<file path="src/rtl/conv_timing_consts.svh">
// Purpose: offsets, fields, reset values and timing counts
// Assumes: 32-bit apb data, word-aligned registers
// Notes: included by bare name
`ifndef CONV_TIMING_CONSTS_SVH
`define CONV_TIMING_CONSTS_SVH
`define MODE_REG_OFFSET 12'h000
`define CTRL_REG_OFFSET 12'h004
`define STATUS_REG_OFFSET 12'h008
`define MODE_DIV_LSB 0
`define MODE_LV_LSB 3
`define MODE_RES_BIT 5
`define MODE_WAIT_BIT 6
`define CTRL_RUN_BIT 0
`define CTRL_CE_BIT 1
`define CTRL_FIRST_BIT 2
`define MODE_RESET 7'h00
`define CONV_CLK_12B_M0 9'h036
`define CONV_CLK_12B_M1 9'h042
`define CONV_CLK_12B_M2 9'h04c
`define CONV_CLK_12B_M3 9'h0e6
`define CONV_CLK_8B_M0 9'h029
`define CONV_CLK_8B_M1 9'h035
`define CONV_CLK_8B_M2 9'h03f
`define CONV_CLK_8B_M3 9'h0d9
`define SAMP_CLK_M0 9'h00b
`define SAMP_CLK_M1 9'h017
`define SAMP_CLK_M2 9'h021
`define SAMP_CLK_M3 9'h0bb
`define STAB_M0 6'h04
`define STAB_M0_DIV1 6'h02
`define STAB_M1 6'h3a
`define STAB_M1_DIV1 6'h1d
`define STAB_M2 6'h0f
`define STAB_M3 6'h08
`endif

</file>
<file path="src/rtl/conv_timing_pkg.sv">
// Purpose: types of the conversion-timing selector
// Assumes: nothing
// Notes: constants live in the header
package conv_timing_pkg;
  typedef enum logic [1:0] {
    st_idle,
    st_stab,
    st_conv
  } seq_state_t;
endpackage : conv_timing_pkg

</file>
<file path="src/rtl/conv_clock_divider.sv">
// Purpose: conversion-clock enable pulse generator
// Assumes: select held stable while running
// Notes: pulse every ratio cycles while run is high
`timescale 1ns/1ps
module conv_clock_divider (
  input wire logic clock_in,
  input wire logic rst_in,
  input wire logic run_in,
  input wire logic [5:0] ratio_in,
  output logic tick_out
);
  logic [5:0] count_r;
  wire logic last_w = (count_r == ratio_in - 6'h01);
  always_ff @(posedge clock_in) begin
    if (rst_in || !run_in) begin
      count_r <= 6'h00;
      tick_out <= 1'b0;
    end else begin
      count_r <= last_w ? 6'h00 : count_r + 6'h01;
      tick_out <= last_w;
    end
  end
endmodule : conv_clock_divider

</file>
<file path="src/rtl/conv_timing_select.sv">
// Purpose: apb-configured a/d conversion timing sequencer
// Assumes: apb master obeys protocol; triggers synchronous
// Notes: zero-wait apb slave, pslverr on unmapped address
//
// Decided for this implementation: the address map and register access over APB.
`timescale 1ns/1ps
`include "conv_timing_consts.svh"
module conv_timing_select (
  input wire logic clock_in,
  input wire logic rst_in,
  input wire logic psel_in,
  input wire logic penable_in,
  input wire logic pwrite_in,
  input wire logic [11:0] paddr_in,
  input wire logic [31:0] pwdata_in,
  input wire logic hw_trigger_in,
  output logic [31:0] prdata_out,
  output logic pready_out,
  output logic pslverr_out,
  output logic busy_out,
  output logic sampling_out,
  output logic conv_done_out,
  output logic conv_tick_out
);
  function automatic logic [5:0] div_ratio(input logic [2:0] sel);
    case (sel)
      3'h0: div_ratio = 6'h20;
      3'h1: div_ratio = 6'h10;
      3'h2: div_ratio = 6'h08;
      3'h3: div_ratio = 6'h06;
      3'h4: div_ratio = 6'h05;
      3'h5: div_ratio = 6'h04;
      3'h6: div_ratio = 6'h02;
      default: div_ratio = 6'h01;
    endcase
  endfunction : div_ratio

  logic [6:0] mode_r;
  logic run_r;
  logic ce_r;
  logic first_r;
  logic [5:0] stab_cnt_r;
  logic [8:0] conv_cnt_r;
  conv_timing_pkg::seq_state_t state_r;
  logic tick_w;

  wire logic [2:0] div_sel_w = mode_r[`MODE_DIV_LSB +: 3];
  wire logic [1:0] lv_w = mode_r[`MODE_LV_LSB +: 2];
  wire logic res8_w = mode_r[`MODE_RES_BIT];
  wire logic hw_wait_w = mode_r[`MODE_WAIT_BIT];
  wire logic div1_w = (div_sel_w == 3'h7);
  wire logic [5:0] ratio_w = div_ratio(div_sel_w);
  wire logic setup_w = psel_in && !penable_in;
  wire logic acc_w = psel_in && penable_in;
  wire logic wr_w = acc_w && pwrite_in;
  wire logic hit_mode_w = (paddr_in == `MODE_REG_OFFSET);
  wire logic hit_ctrl_w = (paddr_in == `CTRL_REG_OFFSET);
  wire logic hit_stat_w = (paddr_in == `STATUS_REG_OFFSET);
  wire logic mapped_w = hit_mode_w || hit_ctrl_w || hit_stat_w;
  wire logic stopped_w = !run_r && !ce_r;
  wire logic start_hw_w = hw_wait_w && ce_r && hw_trigger_in &&
                          (state_r == conv_timing_pkg::st_idle);
  wire logic start_sw_w = !hw_wait_w && ce_r && run_r &&
                          (state_r == conv_timing_pkg::st_idle);
  // stabilization count per mode, halved cases at divide-by-1
  wire logic [5:0] stab_w =
    (lv_w == 2'h0) ? (div1_w ? `STAB_M0_DIV1 : `STAB_M0) :
    (lv_w == 2'h1) ? (div1_w ? `STAB_M1_DIV1 : `STAB_M1) :
    (lv_w == 2'h2) ? `STAB_M2 : `STAB_M3;
  wire logic [8:0] conv12_w =
    (lv_w == 2'h0) ? `CONV_CLK_12B_M0 :
    (lv_w == 2'h1) ? `CONV_CLK_12B_M1 :
    (lv_w == 2'h2) ? `CONV_CLK_12B_M2 : `CONV_CLK_12B_M3;
  wire logic [8:0] conv8_w =
    (lv_w == 2'h0) ? `CONV_CLK_8B_M0 :
    (lv_w == 2'h1) ? `CONV_CLK_8B_M1 :
    (lv_w == 2'h2) ? `CONV_CLK_8B_M2 : `CONV_CLK_8B_M3;
  wire logic [8:0] conv_w = res8_w ? conv8_w : conv12_w;
  wire logic [8:0] samp_w =
    (lv_w == 2'h0) ? `SAMP_CLK_M0 :
    (lv_w == 2'h1) ? `SAMP_CLK_M1 :
    (lv_w == 2'h2) ? `SAMP_CLK_M2 : `SAMP_CLK_M3;
  // wait only for the first hardware-triggered conversion of a run
  wire logic need_wait_w = hw_wait_w && first_r;
  wire logic conv_last_w = (state_r == conv_timing_pkg::st_conv) &&
                           tick_w && (conv_cnt_r == conv_w - 9'h001);
  wire logic run_clear_w = wr_w && hit_ctrl_w &&
                           !pwdata_in[`CTRL_RUN_BIT];
  wire logic [31:0] rdata_w =
    hit_mode_w ? {25'h0000000, mode_r} :
    hit_ctrl_w ? {29'h00000000, first_r, ce_r, run_r} :
    hit_stat_w ? {21'h000000, samp_w[1:0] == 2'h0, busy_out,
                  conv_cnt_r} : 32'h00000000;

  conv_clock_divider u_div (
    .clock_in(clock_in),
    .rst_in(rst_in),
    .run_in(state_r == conv_timing_pkg::st_conv),
    .ratio_in(ratio_w),
    .tick_out(tick_w)
  );

  // every access is answered in its first access cycle
  always_ff @(posedge clock_in) begin
    if (rst_in) begin
      pready_out <= 1'b0;
      pslverr_out <= 1'b0;
      prdata_out <= 32'h00000000;
    end else begin
      pready_out <= setup_w;
      pslverr_out <= setup_w && !mapped_w;
      prdata_out <= (setup_w && !pwrite_in) ? rdata_w : 32'h00000000;
    end
  end

  // timing fields are locked while run or enable is set
  always_ff @(posedge clock_in) begin
    if (rst_in) begin
      mode_r <= `MODE_RESET;
    end else if (wr_w && hit_mode_w && stopped_w) begin
      mode_r <= pwdata_in[6:0];
    end
  end

  always_ff @(posedge clock_in) begin
    if (rst_in) begin
      ce_r <= 1'b0;
      first_r <= 1'b1;
    end else begin
      if (wr_w && hit_ctrl_w && !run_r) begin
        ce_r <= pwdata_in[`CTRL_CE_BIT];
      end
      if (wr_w && hit_ctrl_w && pwdata_in[`CTRL_FIRST_BIT]) begin
        first_r <= 1'b1;
      end else if (start_hw_w || run_clear_w || !ce_r) begin
        first_r <= start_hw_w ? 1'b0 : 1'b1;
      end
    end
  end

  // trigger wins over a same-cycle software clear
  always_ff @(posedge clock_in) begin
    if (rst_in) begin
      run_r <= 1'b0;
    end else if (start_hw_w) begin
      run_r <= 1'b1;
    end else if (run_clear_w) begin
      run_r <= 1'b0;
    end else if (wr_w && hit_ctrl_w && !hw_wait_w && ce_r) begin
      run_r <= pwdata_in[`CTRL_RUN_BIT];
    end
  end

  always_ff @(posedge clock_in) begin
    if (rst_in) begin
      state_r <= conv_timing_pkg::st_idle;
      stab_cnt_r <= 6'h00;
      conv_cnt_r <= 9'h000;
    end else begin
      case (state_r)
        conv_timing_pkg::st_idle: begin
          stab_cnt_r <= 6'h00;
          conv_cnt_r <= 9'h000;
          if (start_hw_w && need_wait_w) begin
            state_r <= conv_timing_pkg::st_stab;
          end else if (start_hw_w || start_sw_w) begin
            state_r <= conv_timing_pkg::st_conv;
          end
        end
        conv_timing_pkg::st_stab: begin
          stab_cnt_r <= stab_cnt_r + 6'h01;
          if (stab_cnt_r == stab_w - 6'h01) begin
            state_r <= conv_timing_pkg::st_conv;
          end
        end
        conv_timing_pkg::st_conv: begin
          if (tick_w) begin
            conv_cnt_r <= conv_cnt_r + 9'h001;
          end
          // clearing run abandons the conversion in flight
          if (conv_last_w || !run_r) begin
            state_r <= conv_timing_pkg::st_idle;
          end
        end
        default: state_r <= conv_timing_pkg::st_idle;
      endcase
    end
  end

  always_ff @(posedge clock_in) begin
    if (rst_in) begin
      busy_out <= 1'b0;
      sampling_out <= 1'b0;
      conv_done_out <= 1'b0;
      conv_tick_out <= 1'b0;
    end else begin
      busy_out <= (state_r != conv_timing_pkg::st_idle);
      sampling_out <= (state_r == conv_timing_pkg::st_conv) &&
                      (conv_cnt_r < samp_w);
      conv_done_out <= conv_last_w;
      // at divide-by-1 the divider ticks once more as the state leaves
      // conversion, so ticks are shown only while converting
      conv_tick_out <= tick_w &&
                       (state_r == conv_timing_pkg::st_conv);
    end
  end
endmodule : conv_timing_select

</file>
<file path="config.mk">
export PLATFORM = sky130hd
export DESIGN_NAME = conv_timing_select
export DESIGN_NICKNAME = d
export VERILOG_FILES = /design/src/rtl/conv_timing_pkg.sv /design/src/rtl/conv_clock_divider.sv /design/src/rtl/conv_timing_select.sv
export VERILOG_INCLUDE_DIRS = /design/src /design/src/rtl
export SDC_FILE = /design/constraint.sdc
export NUM_CORES = 1
export LEC_CHECK = 0
export ABC_AREA = 1
export ABC_CLOCK_PERIOD_IN_PS = 3450
export BUFFER_PORTS_ARGS = -buffer_cell sky130_fd_sc_hd__buf_2
export CORE_ASPECT_RATIO = 1.25
export CORE_UTILIZATION = 30
export CTS_CLUSTER_DIAMETER = 40
export DETAILED_ROUTE_END_ITERATION = 16
export PLACE_DENSITY = 0.47
export SKIP_CTS_REPAIR_TIMING = 1
export SLEW_MARGIN = 10
export SYNTH_ARGS = -nofsm -noshare
export SYNTH_HDL_FRONTEND = slang
export SYNTH_HIERARCHICAL = 1
export SYNTH_SLANG_ARGS = --single-unit
export TNS_END_PERCENT = 1
</file>
<file path="constraint.sdc">
create_clock -name clock_in -period 3.45 [get_ports clock_in]
set_clock_uncertainty 0.2 [all_clocks]
set_input_delay 0.1725 -clock clock_in [delete_from_list [all_inputs] [get_ports clock_in]]
set_output_delay 0.1725 -clock clock_in [all_outputs]
set_load 0.005 [all_outputs]
</file>
# After elaboration in Yosys (flattened, before gate mapping)
# Cells that the tools add are included.
# classes
n_addsub	6
order_cmp	1
eq_ne	20
n_mux	31
bitwise_logic	2
n_reduce_logical	56
# op_table
operator	n
8-bit 2-to-1 mux	10
6-bit one-hot mux with 7 select lines	1
1-bit logical AND	25
7-bit 2-to-1 mux	3
6-bit 2-to-1 mux	3
9-bit one-hot mux with 2 select lines	1
6-bit by 1-bit adder with 6-bit output (second input constant)	2
12-bit by 3-bit == test with 1-bit output (second input constant)	1
12-bit by 4-bit == test with 1-bit output (second input constant)	1
3-bit == test (second input constant)	4
6-bit == test	2
12-bit logical NOT	1
6-bit one-hot mux with 2 select lines	1
6-bit by 1-bit subtractor with 6-bit output (second input constant)	2
9-bit by 1-bit adder with 9-bit output (second input constant)	1
9-bit == test	1
9-bit by 8-bit < comparator with 1-bit output	1
9-bit 2-to-1 mux	1
8-bit by 1-bit subtractor with 9-bit output (second input constant)	1
1-bit logical NOT	8
2-bit 2-to-1 mux	4
1-bit logical OR	7
3-bit by 2-bit == test with 1-bit output (second input constant)	2
2-bit logical NOT	3
17 further kinds	30
# word_totals
reg_bits	72
in_bits	50

# Depth between registers and ports, before layout
# Gate-level depths: netlist of run 1.
# logic_depth
depth_word	11
depth_mapped	17
ltp_nobuf	17

# Cells and area by module
# The synthesis of run 1 kept the hierarchy.
# modules_own_cells
module	n_inst	cells_each	area_each_um2
conv_timing_select	1	415	2840.2
conv_clock_divider	1	76	480.5

# Worst setup path before layout of run 1
# OpenSTA, ideal clock, no wires.
# synth_timing
path_type	reg-to-reg
from	reg mode_r[3]
to	reg state_r[1]
setup_time_ps	56
arrival_time_ps	2166
t_required_ps	3194
setup_slack_ps	1028
path_stages_with_launch	18
path_buffers	0
path_cell_list	dfxtp_1 -> inv_1 -> ha_1 -> inv_2 -> o21ai_0 -> o21ai_0 -> ha_1 -> xor2_1 -> nand2_1 -> nor2_1 -> nand2_1 -> nor2_1 -> nand2_1 -> nand2_1 -> nand2_1 -> o21ai_1 -> nand2_1 -> inv_1
# synth_between
elab_chain_cells	11
elab_cells_between_ends	22
classes_between	add/sub: 2; eq/ne: 6; mux: 10; reduce/logical: 4
# synth_lines
element	line_no	rtl
from (decl)	conv_timing_select.sv:38	logic [6:0] mode_r;
from (signal assigned)	conv_timing_select.sv:119	mode_r <= `MODE_RESET;
from (signal assigned)	conv_timing_select.sv:121	mode_r <= pwdata_in[6:0];
2-bit == test	conv_timing_select.sv:69, conv_timing_select.sv:73, conv_timing_select.sv:77	
8-bit 2-to-1 mux (no line) (3 in a row)	-	
8-bit 2-to-1 mux	conv_timing_select.sv:78	wire logic [8:0] conv_w = res8_w ? conv8_w : conv12_w;
8-bit by 1-bit subtractor with 9-bit output	conv_timing_select.sv:86	tick_w && (conv_cnt_r == conv_w - 9'h001);
9-bit == test	conv_timing_select.sv:86	
1-bit logical AND	conv_timing_select.sv:86	
1-bit logical OR	conv_timing_select.sv:181	if (conv_last_w || !run_r) begin
2-bit inequality test (no line)	-	
3-bit AND reduction (no line) (*)	-	
to (signal assigned)	conv_timing_select.sv:173	state_r <= conv_timing_pkg::st_conv;
to (signal assigned)	conv_timing_select.sv:182	state_r <= conv_timing_pkg::st_idle;
to (signal assigned)	conv_timing_select.sv:185	default: state_r <= conv_timing_pkg::st_idle;
to (decl)	conv_timing_select.sv:44	conv_timing_pkg::seq_state_t state_r;
# Mark *: on every way between the ends. The rest lies on a longest branch, timed or not.
# A chain may end at the register's enable or synchronous reset.

# Final worst setup path of run 1
# Ends and elaborated chain as after synthesis.

==> flow_summary.yaml, run 1 <==
floorplanning:
  rows: 42
  initial_core_util_pct: 31.1
  io_pins: 88
  die_y_um: 120
  dieArea_sq_um: 11500
  die_w_um: 96.1
  coreArea_sq_um: 10700
yosys:
  ys_ff_latch: 50
  ys_seq_area_share_pct: 30.1
  yosysWarnings: 6
  synth.avg_cell_area_sq_um: 6.76
  syn_area_sq_um: 3320
  yosys.cell_types.count: 39
  synthCells: 491
final_layout:
  n_fill_cell: 1172
  drive_gt1_share_pct: 14.6
  multi_input_area_sq_um: 1900
  areaGrowthSynthToFinish_pct: 12.7
  register_area_sq_um: 1000
  final_common_cell: "nand2_1"
  n_antenna_cell: 0
  final_cell_mix: "nand2_1, inv_1, dfxtp_1, nor2_1, buf_2"
  final_cells: 668
  fin_nets: 606
pwr:
  p_leak_uw: 0.00171
  ir_worst_vdd_mv: 0.159
  power.density_nw_per_um2: 292
global_route:
  first_global_vias: 2895
  grt_pass1_wl_um: 13300
  grt_use_total_pct: 14.9
  antenna_found_initial: 0
  grt_max_degree: 15
  grt_overflow: 0
timing:
  period_share_pct: 82.2
  period_needed_ns: 2.84
  timing.hold.ws_ns: -0.0284
  final.setup.tns_ns: 0
  slew_violations: 0
  setup_viol: 0
  slew_headroom_pct: 52.8
  tightest_slew_ns: 0.701
  hold_viol: 6
  rsz0062_at_grt: "no"
  fmaxAchievable_mhz: 353
placement:
  hpwl_um: 6380
  port_buffers: 40
  dp.cells: 658
  place_congestion: 0.831
setup_path:
  critPathLaunchType: "flip-flop"
  crit_chain: "inv_1, ha_1, inv_2, o21ai_0, o21ai_0, ha_1, xor2_1, nand2_1, nor2_1, nand2_1, nor2_1, nand2_1, nand2_1, nand2_1, o21ai_1, nand2_1, inv_1"
  cpPeakStageDelay_ns: 0.48
  worstPathArrival_ns: 2.87
  required_ns: 3.49
  crit_slowest_cell: "dfxtp_1"
  path_buf_inv: 3
  cp_max_fo: 7
  cp-end-kind: "flip-flop"
  r2r_setup_slack_ns: 0.61
  path_delay_family: "adder cells"
  crit_type: "reg -> reg"
  crit_top_cell: "nand2_1"
drt:
  via_per_inst: 4.60
  drc: 0
  firstDrtPassIters: 4
  drt_iter0_markers: 123
  vias: 3072
  wl_per_cell_um: 12.0
  ant_nets: 0
  wirelength_um: 8040
cts:
  cts.sinks: 50
  cts_tree: "yes"
  clk_pin_slew_ns: 0.07
  cts_buffer_depth: 2
  clock-root-buffer: "clkbuf_16"
  clk_latency_ns: 0.29
  cts_made_buffers: 5
  cts_max_level: 2
run:
  max_cap_violations: 0
worst_hold_path:
  worstHoldPathType: "in -> reg"
status:
  violations: "hold timing"
  status: "finished with violations"
==> cells by family (layout without fill, tap and decap cells) <==
family | after synthesis | count (layout) | share of synthesized area [%]
xor+xnor | 13 | 13 | 3.43
simple gates | 234 | 234 | 32.5
buf+inv | 107 | 131 | 15.0
compound gates | 66 | 66 | 10.8
other cells | 1 | 22 | 0.113
flops | 50 | 50 | 30.1
fa+ha+maj | 20 | 20 | 7.99
==> metrics by stage <==
step	area, sq um	setup slack (ns)	total power [uW]	utilization [%]
CTS	3710	0.614	1110	34.8
global route	3740	0.290	1140	35.1
detailed placement	3580	0.653	628	33.5
finish	3740	0.614	1090	35.1
global placement	3580	0.672	627	33.5
floorplan	3400	1.03	626	-
==> worst min-delay path: stages <==
cell	delay, ns
buf_2	0.07
o21ai_0	0.07
a21oi_1	0.11
==> per-layer routing <==
metal,up-vias,share of wire (%),GRT usage [%]
li1,1616,-,-
met1,1384,46,18.2
met2,63,49,26.4
met3,9,2.6,2.09
met4,0,1.7,4.76
met5,-,0,0
==> state kept, by name, indices dropped and copies added (netlist names) <==
register	flops
u_div/tick_out	1
sampling_out	1
prdata_out	10
state_r	2
first_r	1
conv_tick_out	1
conv_cnt_r	9
pready_out	1
conv_done_out	1
mode_r	7
ce_r	1
u_div/count_r	6
run_r	1
stab_cnt_r	6
pslverr_out	1
busy_out	1
==> final cells by class <==
cell class | count | share of cell area, %
clock inverter | 2 | 0.268
multi-input combinational | 355 | 50.8
inverter | 81 | 8.26
clock buffer | 5 | 3.34
tap | 132 | 4.41
sequential | 50 | 26.8
timing repair buffer | 43 | 6.15
==> synthesized netlist by cell type, drive strengths merged <==
cell / n / area [sq um]
a211oi: 3 / 22.5
a21oi: 32 / 160
a221oi: 1 / 8.76
a31oi: 1 / 6.26
a32o: 1 / 10.0
buf: 25 / 185
clkbuf: 1 / 3.75
conb: 1 / 3.75
dfxtp: 50 / 1000
fa: 2 / 40.0
ha: 18 / 225
inv: 81 / 309
nand2: 104 / 405
nand3: 37 / 195
nand3b: 2 / 15.0
nand4: 6 / 37.5
nor2: 60 / 279
nor3: 19 / 110
nor4: 3 / 18.8
o211ai: 1 / 7.51
o21ai: 22 / 110
o22ai: 4 / 25.0
o311ai: 1 / 8.76
or2: 3 / 18.8
xnor2: 6 / 52.6
xor2: 7 / 61.3
==> path summary, 6_finish.rpt <==
path,start,to,cells after the start
worst max-delay path,mode_r[3],state_r[1],17
worst min-delay path,pwdata_in[5],mode_r[5],3
worst max register to register,mode_r[3],state_r[1],17
worst min register to register,busy_out,prdata_out[9],2
==> power breakdown <==
part           total [uW]  switching [uW]  internal (uW)
clock network         475             213            262
logic                38.6            23.0           15.6
registers             578           0.175            578
Power figures use the tool's default switching activity.
==> run 2: changes to the inputs <==
ABC_CLOCK_PERIOD_IN_PS = 2600   (was 3450)
PLACE_DENSITY = 0.49   (was 0.47)
clock period = 2.6 ns   (was 3.45 ns; I/O delays follow)
==> run 2 against run 1 <==
Compared with the run above: the run still ends with hold timing left; sequential share of layout area down 1.0 points; sequential power up 33%; hold slack better by 0.018 ns; final cell count up 2.1%; core utilization up 1.4 points; fmax up 21%; combinational power up 53%; global-route usage down 0.052 points; count of clock-buffer cells in the layout unchanged; sequential cell count unchanged; register-to-register slack worse by 0.36 ns; cell area up 3.9%; critical endpoint unchanged.
==> flow_summary.yaml, run 2 (synthesis results as in run 1) <==
timing:
  slew_violations: 0
  timing.hold.ws_ns: -0.0100
  rsz0062_at_grt: "no"
  period_share_pct: 90.3
  setup_viol: 0
  final.setup.tns_ns: 0
  period_needed_ns: 2.35
  hold_viol: 1
  fmaxAchievable_mhz: 426
pwr:
  ir_worst_vdd_mv: 0.244
  power.density_nw_per_um2: 376
  p_leak_uw: 0.00178
  p_total_uw: 1460
drt:
  vias: 3099
  ant_nets: 0
  wl_per_cell_um: 11.7
  firstDrtPassIters: 4
  via_per_inst: 4.54
  drc: 0
  drt_iter0_markers: 145
  wirelength_um: 7990
cts:
  cts.sinks: 50
  cts_tree: "yes"
  cts_buffer_depth: 2
  clock-root-buffer: "clkbuf_16"
  cts_made_buffers: 5
  clk_latency_ns: 0.29
  cts_max_level: 2
  clk_pin_slew_ns: 0.07
worst_hold_path:
  worstHoldEndpoint: "run_r"
  holdCritStartpoint: "hw_trigger_in"
  worstHoldPathType: "in -> reg"
  holdPathStages: 3
setup_path:
  crit_type: "reg -> reg"
  regToRegEndpoint: "state_r[1]"
  r2r-start: "mode_r[2]"
  cp-end-kind: "flip-flop"
  worstPathArrival_ns: 2.39
  crit_slowest_cell: "dfxtp_1"
  r2r_cells: 16
  cp_max_fo: 7
  crit_top_cell: "nand2_1"
  crit_chain: "nand3_1, nand2_2, inv_1, o21ai_1, ha_1, xor2_1, nand2_1, nor2_1, nand2_1, nor2_1, nand2_1, nand2_1, nand2_1, o21ai_1, nand2_1, inv_1"
  cpPeakStageDelay_ns: 0.45
  critPathLaunchType: "flip-flop"
  r2r_setup_slack_ns: 0.25
  required_ns: 2.64
floorplanning:
  die_y_um: 120
  initial_core_util_pct: 31.1
  coreArea_sq_um: 10700
  dieArea_sq_um: 11500
  io_pins: 88
  die_w_um: 96.1
  rows: 42
placement:
  place_congestion: 0.812
  hpwl_um: 6420
  port_buffers: 40
global_route:
  antenna_found_initial: 0
  first_global_vias: 2917
  grt_overflow: 0
  grt_pass1_wl_um: 13100
  grt_use_total_pct: 14.9
  grt_max_degree: 15
status:
  violations: "hold timing"
  status: "finished with violations"
final_layout:
  areaGrowthSynthToFinish_pct: 17.1
  max_flop_register: "prdata_out"
  fin_nets: 620
  final_common_cell: "nand2_1"
  largest_register_ffs: 10
  top_regs: "prdata_out x10, conv_cnt_r x9, mode_r x7"
  drive_gt1_share_pct: 16.5
  n_antenna_cell: 0
  n_fill_cell: 1197
  final_cell_mix: "nand2_1, inv_1, dfxtp_1, nor2_1, buf_2"
run:
  max_cap_violations: 0
run 2: report_power, final:
group | total (uW) | switching (uW) | internal [uW]
logic | 59.2 | 32.1 | 27.1
clock network | 637 | 289 | 348
registers | 767 | 0.217 | 767
total | 1460 | 321 | 1140
run 2: worst max-delay path by stage:
stage	cells past startpoint	endpoint	slack (ns)	start
global placement	17	state_r[1]	0.17	mode_r[3]
finish	16	state_r[1]	0.25	mode_r[2]
detailed placement	17	state_r[1]	0.12	mode_r[3]
floorplan	17	state_r[1]	0.18	mode_r[3]
CTS	17	state_r[1]	0.1	mode_r[3]
global route	17	state_r[1]	0.007	mode_r[4]
run 2: layout make-up:
class / count / area [sq um] / area share, %
multi-input cells: 355 / 1930 / 49.6
clock inverters: 2 / 10.0 / 0.257
flip-flops and latches: 50 / 1000 / 25.7
repair buffers: 57 / 350 / 9.01
clock buffers: 5 / 125 / 3.22
well taps: 132 / 165 / 4.25
inverters: 81 / 309 / 7.95
run 2: worst max-delay path: cells and delay by family (launching register included):
family,cells,cell delay (ns)
buf+inv,2,0.10
simple gates,10,0.90
compound gates,2,0.25
flops,1,0.45
fa+ha+maj,1,0.25
xor+xnor,1,0.13
run 2: routing by layer:
layer | vias up | share of wire [%] | global-route usage (%)
met1 | 1384 | 45 | 18.1
li1 | 1645 | - | -
met4 | 0 | 2.3 | 5.78
met5 | - | 0 | 0
met2 | 57 | 50 | 25.6
met3 | 13 | 2.9 | 2.41
run 2: metrics by stage:
stage | util, % | setup WS, ns | instance area (sq um) | cells
floorplan | - | 0.178 | 3400 | 512
global placement | 34.1 | 0.167 | 3640 | 666
detailed placement | 34.1 | 0.117 | 3640 | 666
CTS | 35.4 | 0.0974 | 3770 | 673
global route | 36.5 | 0.00678 | 3890 | 682
finish | 36.5 | 0.252 | 3890 | 682
